File: src/mcfc_pkg.sv
// Constants and types shared by the flow-control block and its held-copy unit.
// Assumes one 125 MHz clock and an 8-bit byte-address register port.
package mcfc_pkg;

  localparam int ADDR_W = 8;
  localparam int DATA_W = 32;
  localparam int VALUE_W = 16;
  localparam int SECTOR_W = 4;
  localparam int TRIG_W = 3;

  // Register byte offsets
  localparam logic [7:0] OFS_FLOW = 8'h00;
  localparam logic [7:0] OFS_CONV = 8'h04;
  localparam logic [7:0] OFS_STATUS = 8'h08;
  localparam logic [7:0] OFS_HELD_SIN = 8'h0C;
  localparam logic [7:0] OFS_HELD_COS = 8'h10;
  localparam logic [7:0] OFS_HELD_SEC = 8'h14;

  // Field positions of the flow_control register
  localparam int HOLD_DIS_BIT = 9;
  localparam int CU_LSB = 6;
  localparam int DRV_BIT = 4;
  localparam int SENSE_LSB = 2;
  localparam int SHIFT_BIT = 1;
  localparam int TWOPH_BIT = 0;

  // Field positions of the status register
  localparam int STAT_TRIG_OK_BIT = 0;
  localparam int STAT_PAIR_OK_BIT = 1;
  localparam int STAT_CONV_ACT_BIT = 2;

  // Reset values
  localparam logic [1:0] CU_RST = 2'h0;
  localparam logic [15:0] CONV_RST = 16'h0000;
  localparam logic [31:0] ZERO_WORD = 32'h00000000;

  // Converter unit select codes
  localparam logic [1:0] CU_A_ONLY = 2'h0;
  localparam logic [1:0] CU_B_ONLY = 2'h1;

  // Driver trigger mode codes
  localparam logic [2:0] TRIG_UP = 3'h2;
  localparam logic [2:0] TRIG_DOWN = 3'h1;
  localparam logic [2:0] TRIG_BOTTOM = 3'h5;

  typedef enum logic [1:0] {
    SENSE_THREE_SHUNT,
    SENSE_TWO_SENSOR,
    SENSE_SHUNT_UP,
    SENSE_SHUNT_DOWN
  } mcfc_sense_t;

endpackage

File: src/mcfc_top.sv
// Flow-control register bank of one motor calculation channel.
// Assumes a single-cycle register port master synchronous to mclk_in.
`timescale 1ns/1ps
`default_nettype none
module mcfc_top
  import mcfc_pkg::*;
#(
  parameter bit CHANNEL = 1'b0
)
(
  input wire logic mclk_in,
  input wire logic nrst_in,
  input wire logic [ADDR_W-1:0] reg_addr_in,
  input wire logic [DATA_W-1:0] reg_wdata_in,
  input wire logic reg_wr_in,
  input wire logic reg_rd_in,
  output logic [DATA_W-1:0] reg_rdata_out,
  input wire logic [VALUE_W-1:0] sine_value_in,
  input wire logic [VALUE_W-1:0] cosine_value_in,
  input wire logic [SECTOR_W-1:0] sector_value_in,
  input wire logic capture_in,
  input wire logic [TRIG_W-1:0] first_trigger_mode_in,
  input wire logic [TRIG_W-1:0] second_trigger_mode_in,
  output logic adc_unit_a_out,
  output logic adc_unit_b_out,
  output logic driver_channel_out,
  output logic [1:0] sense_mode_out,
  output logic single_shunt_out,
  output logic pwm_shift_out,
  output logic two_phase_out,
  output logic [15:0] conversion_time_out,
  output logic conversion_time_active_out,
  output logic [VALUE_W-1:0] held_sine_out,
  output logic [VALUE_W-1:0] held_cosine_out,
  output logic [SECTOR_W-1:0] held_sector_out
);

  ////////////////////////////////////////////////////////////////////////////
  // Register fields

  logic hold_disable;
  logic [1:0] converter_unit_select;
  logic driver_channel_select;
  mcfc_sense_t sense_mode;
  logic pwm_shift_enable;
  logic two_phase_modulation;
  logic [15:0] conversion_time;
  logic trigger_ok;
  logic pairing_ok;
  logic next_trigger_ok;
  logic next_pairing_ok;
  logic next_conv_active;
  logic [DATA_W-1:0] flow_word;
  logic [DATA_W-1:0] status_word;
  logic [DATA_W-1:0] next_rdata;

  // Reserved bits are not stored, so they always read back as zero
  always_ff @(posedge mclk_in or negedge nrst_in)
  begin
    if (!nrst_in)
    begin
      hold_disable <= 1'b0;
      converter_unit_select <= CU_RST;
      driver_channel_select <= 1'b0;
      sense_mode <= SENSE_THREE_SHUNT;
      pwm_shift_enable <= 1'b0;
      two_phase_modulation <= 1'b0;
    end
    else if (reg_wr_in && reg_addr_in == OFS_FLOW)
    begin
      hold_disable <= reg_wdata_in[HOLD_DIS_BIT];
      converter_unit_select <= reg_wdata_in[CU_LSB+1:CU_LSB];
      driver_channel_select <= reg_wdata_in[DRV_BIT];
      sense_mode <= mcfc_sense_t'(reg_wdata_in[SENSE_LSB+1:SENSE_LSB]);
      pwm_shift_enable <= reg_wdata_in[SHIFT_BIT];
      two_phase_modulation <= reg_wdata_in[TWOPH_BIT];
    end
  end

  always_ff @(posedge mclk_in or negedge nrst_in)
  begin
    if (!nrst_in)
      conversion_time <= CONV_RST;
    else if (reg_wr_in && reg_addr_in == OFS_CONV)
      conversion_time <= reg_wdata_in[15:0];
  end

  ////////////////////////////////////////////////////////////////////////////
  // Configuration checks shown in the status register

  always_comb
  begin
    unique case (sense_mode)
      SENSE_SHUNT_UP:
        next_trigger_ok = (second_trigger_mode_in == TRIG_UP) &&
          (first_trigger_mode_in == TRIG_UP ||
           first_trigger_mode_in == TRIG_BOTTOM);
      SENSE_SHUNT_DOWN:
        next_trigger_ok = (first_trigger_mode_in == TRIG_DOWN) &&
          (second_trigger_mode_in == TRIG_DOWN ||
           second_trigger_mode_in == TRIG_BOTTOM);
      SENSE_THREE_SHUNT,
      SENSE_TWO_SENSOR:
        next_trigger_ok = 1'b1;
    endcase
  end

  // Software owns the pairing; the block only reports a bad setup
  always_comb
  begin
    if (CHANNEL == 1'b0)
      next_pairing_ok = (converter_unit_select != CU_B_ONLY) &&
        (driver_channel_select == 1'b0);
    else
      next_pairing_ok = (converter_unit_select != CU_A_ONLY) &&
        (driver_channel_select == 1'b1);
  end

  assign next_conv_active = pwm_shift_enable &&
    (sense_mode == SENSE_SHUNT_UP || sense_mode == SENSE_SHUNT_DOWN);

  always_ff @(posedge mclk_in or negedge nrst_in)
  begin
    if (!nrst_in)
    begin
      trigger_ok <= 1'b1;
      pairing_ok <= 1'b0;
    end
    else
    begin
      trigger_ok <= next_trigger_ok;
      pairing_ok <= next_pairing_ok;
    end
  end

  ////////////////////////////////////////////////////////////////////////////
  // Controls toward the driver and converter units

  // One register stage keeps every output glitch-free at the cost of a cycle
  always_ff @(posedge mclk_in or negedge nrst_in)
  begin
    if (!nrst_in)
    begin
      adc_unit_a_out <= 1'b1;
      adc_unit_b_out <= 1'b0;
      driver_channel_out <= 1'b0;
      sense_mode_out <= 2'h0;
      single_shunt_out <= 1'b0;
      pwm_shift_out <= 1'b0;
      two_phase_out <= 1'b0;
      conversion_time_out <= CONV_RST;
      conversion_time_active_out <= 1'b0;
    end
    else
    begin
      adc_unit_a_out <= (converter_unit_select != CU_B_ONLY);
      adc_unit_b_out <= (converter_unit_select != CU_A_ONLY);
      driver_channel_out <= driver_channel_select;
      sense_mode_out <= sense_mode;
      single_shunt_out <= (sense_mode == SENSE_SHUNT_UP) ||
        (sense_mode == SENSE_SHUNT_DOWN);
      pwm_shift_out <= pwm_shift_enable;
      two_phase_out <= two_phase_modulation;
      conversion_time_out <= next_conv_active ? conversion_time : CONV_RST;
      conversion_time_active_out <= next_conv_active;
    end
  end

  mcfc_held_copy u_held_copy (
    .mclk_in(mclk_in),
    .nrst_in(nrst_in),
    .hold_disable_in(hold_disable),
    .capture_in(capture_in),
    .sine_value_in(sine_value_in),
    .cosine_value_in(cosine_value_in),
    .sector_value_in(sector_value_in),
    .held_sine_out(held_sine_out),
    .held_cosine_out(held_cosine_out),
    .held_sector_out(held_sector_out)
  );

  ////////////////////////////////////////////////////////////////////////////
  // Read path

  always_comb
  begin
    flow_word = ZERO_WORD;
    flow_word[HOLD_DIS_BIT] = hold_disable;
    flow_word[CU_LSB+1:CU_LSB] = converter_unit_select;
    flow_word[DRV_BIT] = driver_channel_select;
    flow_word[SENSE_LSB+1:SENSE_LSB] = sense_mode;
    flow_word[SHIFT_BIT] = pwm_shift_enable;
    flow_word[TWOPH_BIT] = two_phase_modulation;
  end

  always_comb
  begin
    status_word = ZERO_WORD;
    status_word[STAT_TRIG_OK_BIT] = trigger_ok;
    status_word[STAT_PAIR_OK_BIT] = pairing_ok;
    status_word[STAT_CONV_ACT_BIT] = conversion_time_active_out;
  end

  always_comb
  begin
    next_rdata = ZERO_WORD;
    if (reg_rd_in)
    begin
      unique case (reg_addr_in)
        OFS_FLOW: next_rdata = flow_word;
        OFS_CONV: next_rdata = {16'h0000, conversion_time};
        OFS_STATUS: next_rdata = status_word;
        OFS_HELD_SIN: next_rdata = {16'h0000, held_sine_out};
        OFS_HELD_COS: next_rdata = {16'h0000, held_cosine_out};
        OFS_HELD_SEC: next_rdata = {28'h0000000, held_sector_out};
        default: next_rdata = ZERO_WORD;
      endcase
    end
  end

  // Data stand only in the cycle after the strobe, zero otherwise
  always_ff @(posedge mclk_in or negedge nrst_in)
  begin
    if (!nrst_in)
      reg_rdata_out <= ZERO_WORD;
    else
      reg_rdata_out <= next_rdata;
  end
endmodule
`default_nettype wire

File: src/mcfc_held_copy.sv
// Held copies of sine, cosine and sector for one calculation channel.
// Assumes current values and the capture pulse are synchronous to mclk_in.
`timescale 1ns/1ps
`default_nettype none
module mcfc_held_copy
  import mcfc_pkg::*;
(
  input wire logic mclk_in,
  input wire logic nrst_in,
  input wire logic hold_disable_in,
  input wire logic capture_in,
  input wire logic [VALUE_W-1:0] sine_value_in,
  input wire logic [VALUE_W-1:0] cosine_value_in,
  input wire logic [SECTOR_W-1:0] sector_value_in,
  output logic [VALUE_W-1:0] held_sine_out,
  output logic [VALUE_W-1:0] held_cosine_out,
  output logic [SECTOR_W-1:0] held_sector_out
);

  // Copies follow every cycle with holding disabled, else move only on a capture
  always_ff @(posedge mclk_in or negedge nrst_in)
  begin
    if (!nrst_in)
    begin
      held_sine_out <= '0;
      held_cosine_out <= '0;
      held_sector_out <= '0;
    end
    else if (hold_disable_in || capture_in)
    begin
      held_sine_out <= sine_value_in;
      held_cosine_out <= cosine_value_in;
      held_sector_out <= sector_value_in;
    end
  end
endmodule
`default_nettype wire

File: config.mk
export PLATFORM = sky130hd
export DESIGN_NAME = mcfc_top
export DESIGN_NICKNAME = d
export VERILOG_FILES = /design/src/mcfc_pkg.sv /design/src/mcfc_top.sv /design/src/mcfc_held_copy.sv
export SDC_FILE = /design/constraint.sdc
export NUM_CORES = 1
export LEC_CHECK = 0
export BUFFER_PORTS_ARGS = -buffer_cell sky130_fd_sc_hd__buf_2
export CAP_MARGIN = 15
export CORE_ASPECT_RATIO = 0.8
export CORE_MARGIN = 2
export CORE_UTILIZATION = 25
export DETAILED_ROUTE_END_ITERATION = 16
export PLACE_DENSITY = 0.6
export SETUP_SLACK_MARGIN = 0.3
export SLEW_MARGIN = 20
export SYNTH_ARGS = -nofsm -noshare
export SYNTH_HDL_FRONTEND = slang
export SYNTH_SLANG_ARGS = --single-unit
File: constraint.sdc
create_clock -name mclk_in -period 1.4 [get_ports mclk_in]
set_input_delay 0.28 -clock mclk_in [delete_from_list [all_inputs] [get_ports mclk_in]]
set_output_delay 0.28 -clock mclk_in [all_outputs]
set_load 0.01 [all_outputs]
==> impl_metrics.ini, run 1 <==
[clock_network]
cts.root.buffer_cell = clkbuf_16
clk_pin_slew_worst_paths_ns = 0.08
cts-buffers-inserted = 9
clk_latency_ns = 0.35
cts.sinks = 103
htreeDepth = 3
cts_tree = done
clockBufferDepth = 2

[synth]
syn_area_um2 = 4410
yosysTopAreaCell = dfrtp_1
ys.flop_type = dfrtp_1
synth-edff-count = 0
yosysWarnings = 0
ys_seq_area_frac = 0.585
async_flop_share = 1.00
yosysMostFrequentCell = dfrtp_1
syn_inst = 311
ys_seq_elements = 103
synth.top_cells.by_count = 101 x dfrtp_1, 50 x mux2_2, 18 x and3b_1
yosys-top-cells-area = dfrtp_1 57%, mux2_2 13%, and3b_1 3.6%
synth.avg_cell_area_um2 = 14.2
synth.top_cell.area_share = 0.574
synthDistinctLibCells = 35

[timing]
setup_viol = 0
fmax_ghz = 0.776
period_minus_slack_ns = 1.29
hold_ws_ns = 0.154
drv_slew = 0
finalCritPeriodShare = 0.920
rsz0062_at_grt = true
hold_violations = 0
clock_skew_ns = 0.0125

[floorplan]
dieHeight_um = 123
fp.coreArea_um2 = 17300
dieArea_um2 = 18700
start_util = 0.254
die_x_um = 152
io_pins = 180
rows = 43

[power]
powerDensity_nw_per_um2 = 1000
p_leak_nw = 3.54
ir_drop_mv = 0.515
total_power_mw = 6.77

[grt]
antenna_found_initial = 0
track_usage = 0.136
overflow = 0
grt_pass1_wl_um = 19100
grt_pass1_vias = 3277
grt_max_degree = 37

[routing]
wl_met3_um = 714
drc = 0
first_iter_violations = 126
drt-met1-wl_um = 6380
drt_first_pass_iters = 4
via_per_inst = 4.30
routed.top_layer = met4
vias = 3279
wl_met2_um = 5660
wl_per_cell_um = 17.0
wl_um = 12900
antenna_left = 0

[layout]
regArea_um2 = 2580
multi_input_area_um2 = 2020
layout.nets = 619
fill_cells = 1687
layoutNonFillerInstCount = 763
syn2layout_area_growth_pct = 53.4
drive_above_1_share = 0.620
finalInstanceArea_um2 = 6760

[worst_setup_path]
arrival_ns = 1.52
cp_max_fo = 16
path_class = in2reg
end_kind = flop
required_ns = 1.63
worstSetupStartpointType = input pin
regToRegSetupSlack_ns = 0.14

[placement]
gp_congestion = 0.780
dpl_cell_area_um2 = 5790
place_hpwl_um = 9500
post-place-cells = 693
port_buffers = 147

[outcome]
status = complete, no violations

[hold_path]
min_path_type = in2reg

[run]
max-cap-violations = 0
-- cell type report --
| type | instances | area share |
|---|---|---|
| Tap cell | 225 | 0.0416 |
| Timing Repair Buffer | 228 | 0.237 |
| Antenna cell | 1 | 0.000370 |
| Clock inverter | 6 | 0.00648 |
| Multi-Input combinational cell | 190 | 0.299 |
| Sequential cell | 103 | 0.382 |
| Clock buffer | 10 | 0.0339 |
-- sequential cells by signal (all words and copies together) (netlist names), 2 cells and up --
register                     cells
u_held_copy.held_sine_out       16
conversion_time_out             16
conversion_time                 16
reg_rdata_out                   16
u_held_copy.held_sector_out      4
converter_unit_select            2
sense_mode_out                   2
u_held_copy.held_cosine_out     16
sense_mode                       2
-- routing by layer --
| metal | vias up | global-route usage |
|---|---|---|
| met2 | 102 | 0.197 |
| li1 | 1550 | - |
| met5 | - | 0 |
| met3 | 10 | 0.0335 |
| met1 | 1617 | 0.202 |
| met4 | 0 | 0.0417 |
-- worst paths after layout --
path / startpoint / to / cells past startpoint
setup / recovery: reg_addr_in[0] / conversion_time[7] / 6
hold / removal: cosine_value_in[6] / u_held_copy.held_cosine_out[6] / 2
setup reg to reg: hold_disable / u_held_copy.held_sine_out[3] / 3
hold reg to reg: driver_channel_select / driver_channel_out / 0
max in group asynchronous: nrst_in / reg_rdata_out[10] / 3
min in group asynchronous: nrst_in / conversion_time_out[0] / 2
-- power breakdown --
part,internal (mW),switching (mW)
clock,1.22,1.11
combinational,0.682,0.505
sequential,3.13,0.117
-- cells in the final DEF, fill, tap and decap left out, types with 4 or more instances in the layout --
cell       instances
buf_6             26
mux2_4            54
nand3_1            8
buf_4             62
buf_2            130
and3b_1           18
a21oi_1            6
mux2i_1            6
nor4b_4            4
and3_1            16
clkbuf_16         10
dfrtp_1          100
a32o_1             4
mux4_2             4
o211ai_1           8
nor2b_1            4
conb_1            16
buf_12             7
mux2_2             6
-- worst max-delay path, cell delays in order --
cell and delay (ns):
buf_8 0.10, nor4_4 0.39, buf_4 0.19, nand4_4 0.07, buf_12 0.19, mux2_4 0.30
-- cell families after synthesis --
kind of cell	synth area share
AOI/OAI and AO/OA	0.0508
buffers and inverters	0.0474
DFF	0.585
muxes	0.198
other	0.000851
and+or+nand+nor	0.117
-- metrics by stage --
step | setup TNS (ns) | setup WS, ns | utilization
2_1_floorplan | -0.623 | -0.0623 | -
3_3_place_gp | -6.97 | -0.280 | 0.334
3_5_place_dp | -7.82 | -0.309 | 0.334
4_1_cts | 0 | 0.125 | 0.375
5_1_grt | 0 | 0.0757 | 0.390
6_report | 0 | 0.112 | 0.390
-- repair_timing --
| item | in CTS | in global routing |
|---|---|---|
| hold buffers | 1 | 0 |
| endpoints found under the hold margin | 19 | 0 |
| pin swaps | 8 | 12 |
| cloned | 0 | 2 |
| endpoints found under the setup margin | 152 | 154 |
| gates resized for setup | 30 | 27 |
| buffers inserted | 39 | 11 |
No activity file was read; power rests on OpenSTA's default activity.
==> run 2: changes to the inputs <==
--- a/config.mk
+++ b/config.mk
@@ -11,7 +11,7 @@
 export CORE_MARGIN = 2
 export CORE_UTILIZATION = 25
 export DETAILED_ROUTE_END_ITERATION = 16
-export PLACE_DENSITY = 0.6
+export PLACE_DENSITY = 0.58
 export SETUP_SLACK_MARGIN = 0.3
 export SLEW_MARGIN = 20
 export SYNTH_ARGS = -nofsm -noshare
==> constraint.sdc (replaced) <==
create_clock -name mclk_in -period 1.3 [get_ports mclk_in]
set_input_delay 0.26 -clock mclk_in [delete_from_list [all_inputs] [get_ports mclk_in]]
set_output_delay 0.26 -clock mclk_in [all_outputs]
set_load 0.01 [all_outputs]
==> impl_metrics.ini, run 2 (synthesis results as in run 1) <==
[placement]
gp_congestion = 0.808
pre_cts_ws_ns = -0.412
place_hpwl_um = 9730
port_buffers = 147

[clock_network]
clk_pin_slew_worst_paths_ns = 0.08
clk_latency_ns = 0.36
clockBufferDepth = 2
cts.root.buffer_cell = clkbuf_16
htreeDepth = 3
cts_tree = done
cts-buffers-inserted = 9
cts.sinks = 103

[power]
powerDensity_nw_per_um2 = 1140
ir_drop_mv = 0.613
pwr-share-clk = 0.397
power_frac_seq = 0.433
p_switching_mw = 1.99
combPwrFrac = 0.170
switching_share = 0.247
internal-power_mw = 6.08
p_leak_nw = 3.71
total_power_mw = 8.08

[worst_setup_path]
path_class = reg2reg
regToRegSetupSlack_ns = 0.003
arrival_ns = 1.53
cpPeakStageDelay_ns = 0.41
required_ns = 1.54
cp_max_fo = 6
worstSetupStartpointType = flop
crit_family = flip-flops
path_buf_inv = 2
end_kind = flop
worstPathCellList = nor2_4 -> buf_4 -> clkbuf_16 -> mux2_4
slowest_stage = dfrtp_1

[layout]
layout.nets = 637
layout_commonest_cell = buf_2
syn2layout_area_growth_pct = 60.6
layout.cells.most_common_list = 128 x buf_2, 100 x dfrtp_1, 76 x buf_4, 59 x mux2_4, 28 x buf_6
fill_cells = 1685
drive_above_1_share = 0.650

[grt]
grt_pass1_vias = 3446
grt_pass1_wl_um = 20100
antenna_found_initial = 1
track_usage = 0.143
grt_max_degree = 43
overflow = 0

[timing]
hold_violations = 0
drv_slew = 0
period_minus_slack_ns = 1.30
finalCritPeriodShare = 0.997
clock_skew_ns = 0.0109
hold_ws_ns = 0.126
setup_viol = 0
rsz0062_at_grt = true
fin_ws_ns = 0.00340
fmax_ghz = 0.771

[floorplan]
fp.coreArea_um2 = 17300
io_pins = 180
dieHeight_um = 123
dieArea_um2 = 18700
rows = 43
die_x_um = 152
start_util = 0.254

[hold_path]
min_path_type = in2reg

[routing]
vias = 3394
drc = 0
wl_um = 13800
wl_per_cell_um = 17.7
via_per_inst = 4.34
antenna_left = 0
drt_first_pass_iters = 4
first_iter_violations = 143

[run]
max-cap-violations = 0

[outcome]
status = complete, no violations
[run 2: layout make-up]
cell class              instances  area [µm²]  area share
multi-input cells             190        2060       0.292
diodes                          2        5.00    0.000707
flip-flops and latches        103        2580       0.365
clock inverters                 7         128      0.0180
repair buffers                246        1790       0.253
clock buffers                   9         225      0.0318
well taps                     225         282      0.0398
[run 2: worst paths after layout]
kind,startpoint,end,cells past startpoint
setup reg to reg,hold_disable,u_held_copy.held_cosine_out[6],4
min in group asynchronous,nrst_in,pwm_shift_enable,2
max in group asynchronous,nrst_in,reg_rdata_out[5],3
hold reg to reg,two_phase_modulation,two_phase_out,0
hold / removal,sector_value_in[3],u_held_copy.held_sector_out[3],2
setup / recovery,hold_disable,u_held_copy.held_cosine_out[6],4
[run 2: per-stage QoR]
stage,TNS (ns),util,area [µm²],std cells
final,0,0.408,7080,782
after global routing,-0.187,0.408,7070,781
after CTS,0,0.387,6700,758
after detailed placement,-11.80,0.336,5820,697
after global placement,-10.30,0.336,5820,697
after floorplan,-1.60,-,4780,326
[run 2: what timing repair did]
| action | in CTS | in global routing |
|---|---|---|
| pin swaps | 20 | 16 |
| setup endpoints to repair | 154 | 154 |
| setup buffers | 42 | 20 |
| cloned | 2 | 2 |
| hold endpoints to repair | 18 | 0 |
| hold buffers | 1 | 0 |
| resized for setup | 39 | 35 |
[run 2: metal layers]
layer  GRT usage  part of all wire  vias up
met1       0.205              0.49     1702
met2       0.212              0.45       93
met3      0.0388             0.051       13
met5           0                 0        -
li1            -                 -     1586
met4      0.0446             0.014        0
[run 2: power by group through the flow]
stage	logic [mW]	clock network (mW)	registers, mW
after floorplan	0.488	0	3.60
after global placement	0.942	0	3.58
after detailed placement	0.970	0	3.59
after CTS	1.24	3.27	3.49
after global routing	1.48	3.38	3.52
final	1.37	3.20	3.50
[run 2: worst reg2reg max path, delay by kind of cell (launching register included)]
kind,cells,cell delay (ns)
mux,1,0.30
simple gates,1,0.11
flops,1,0.41
buf+inv,2,0.35
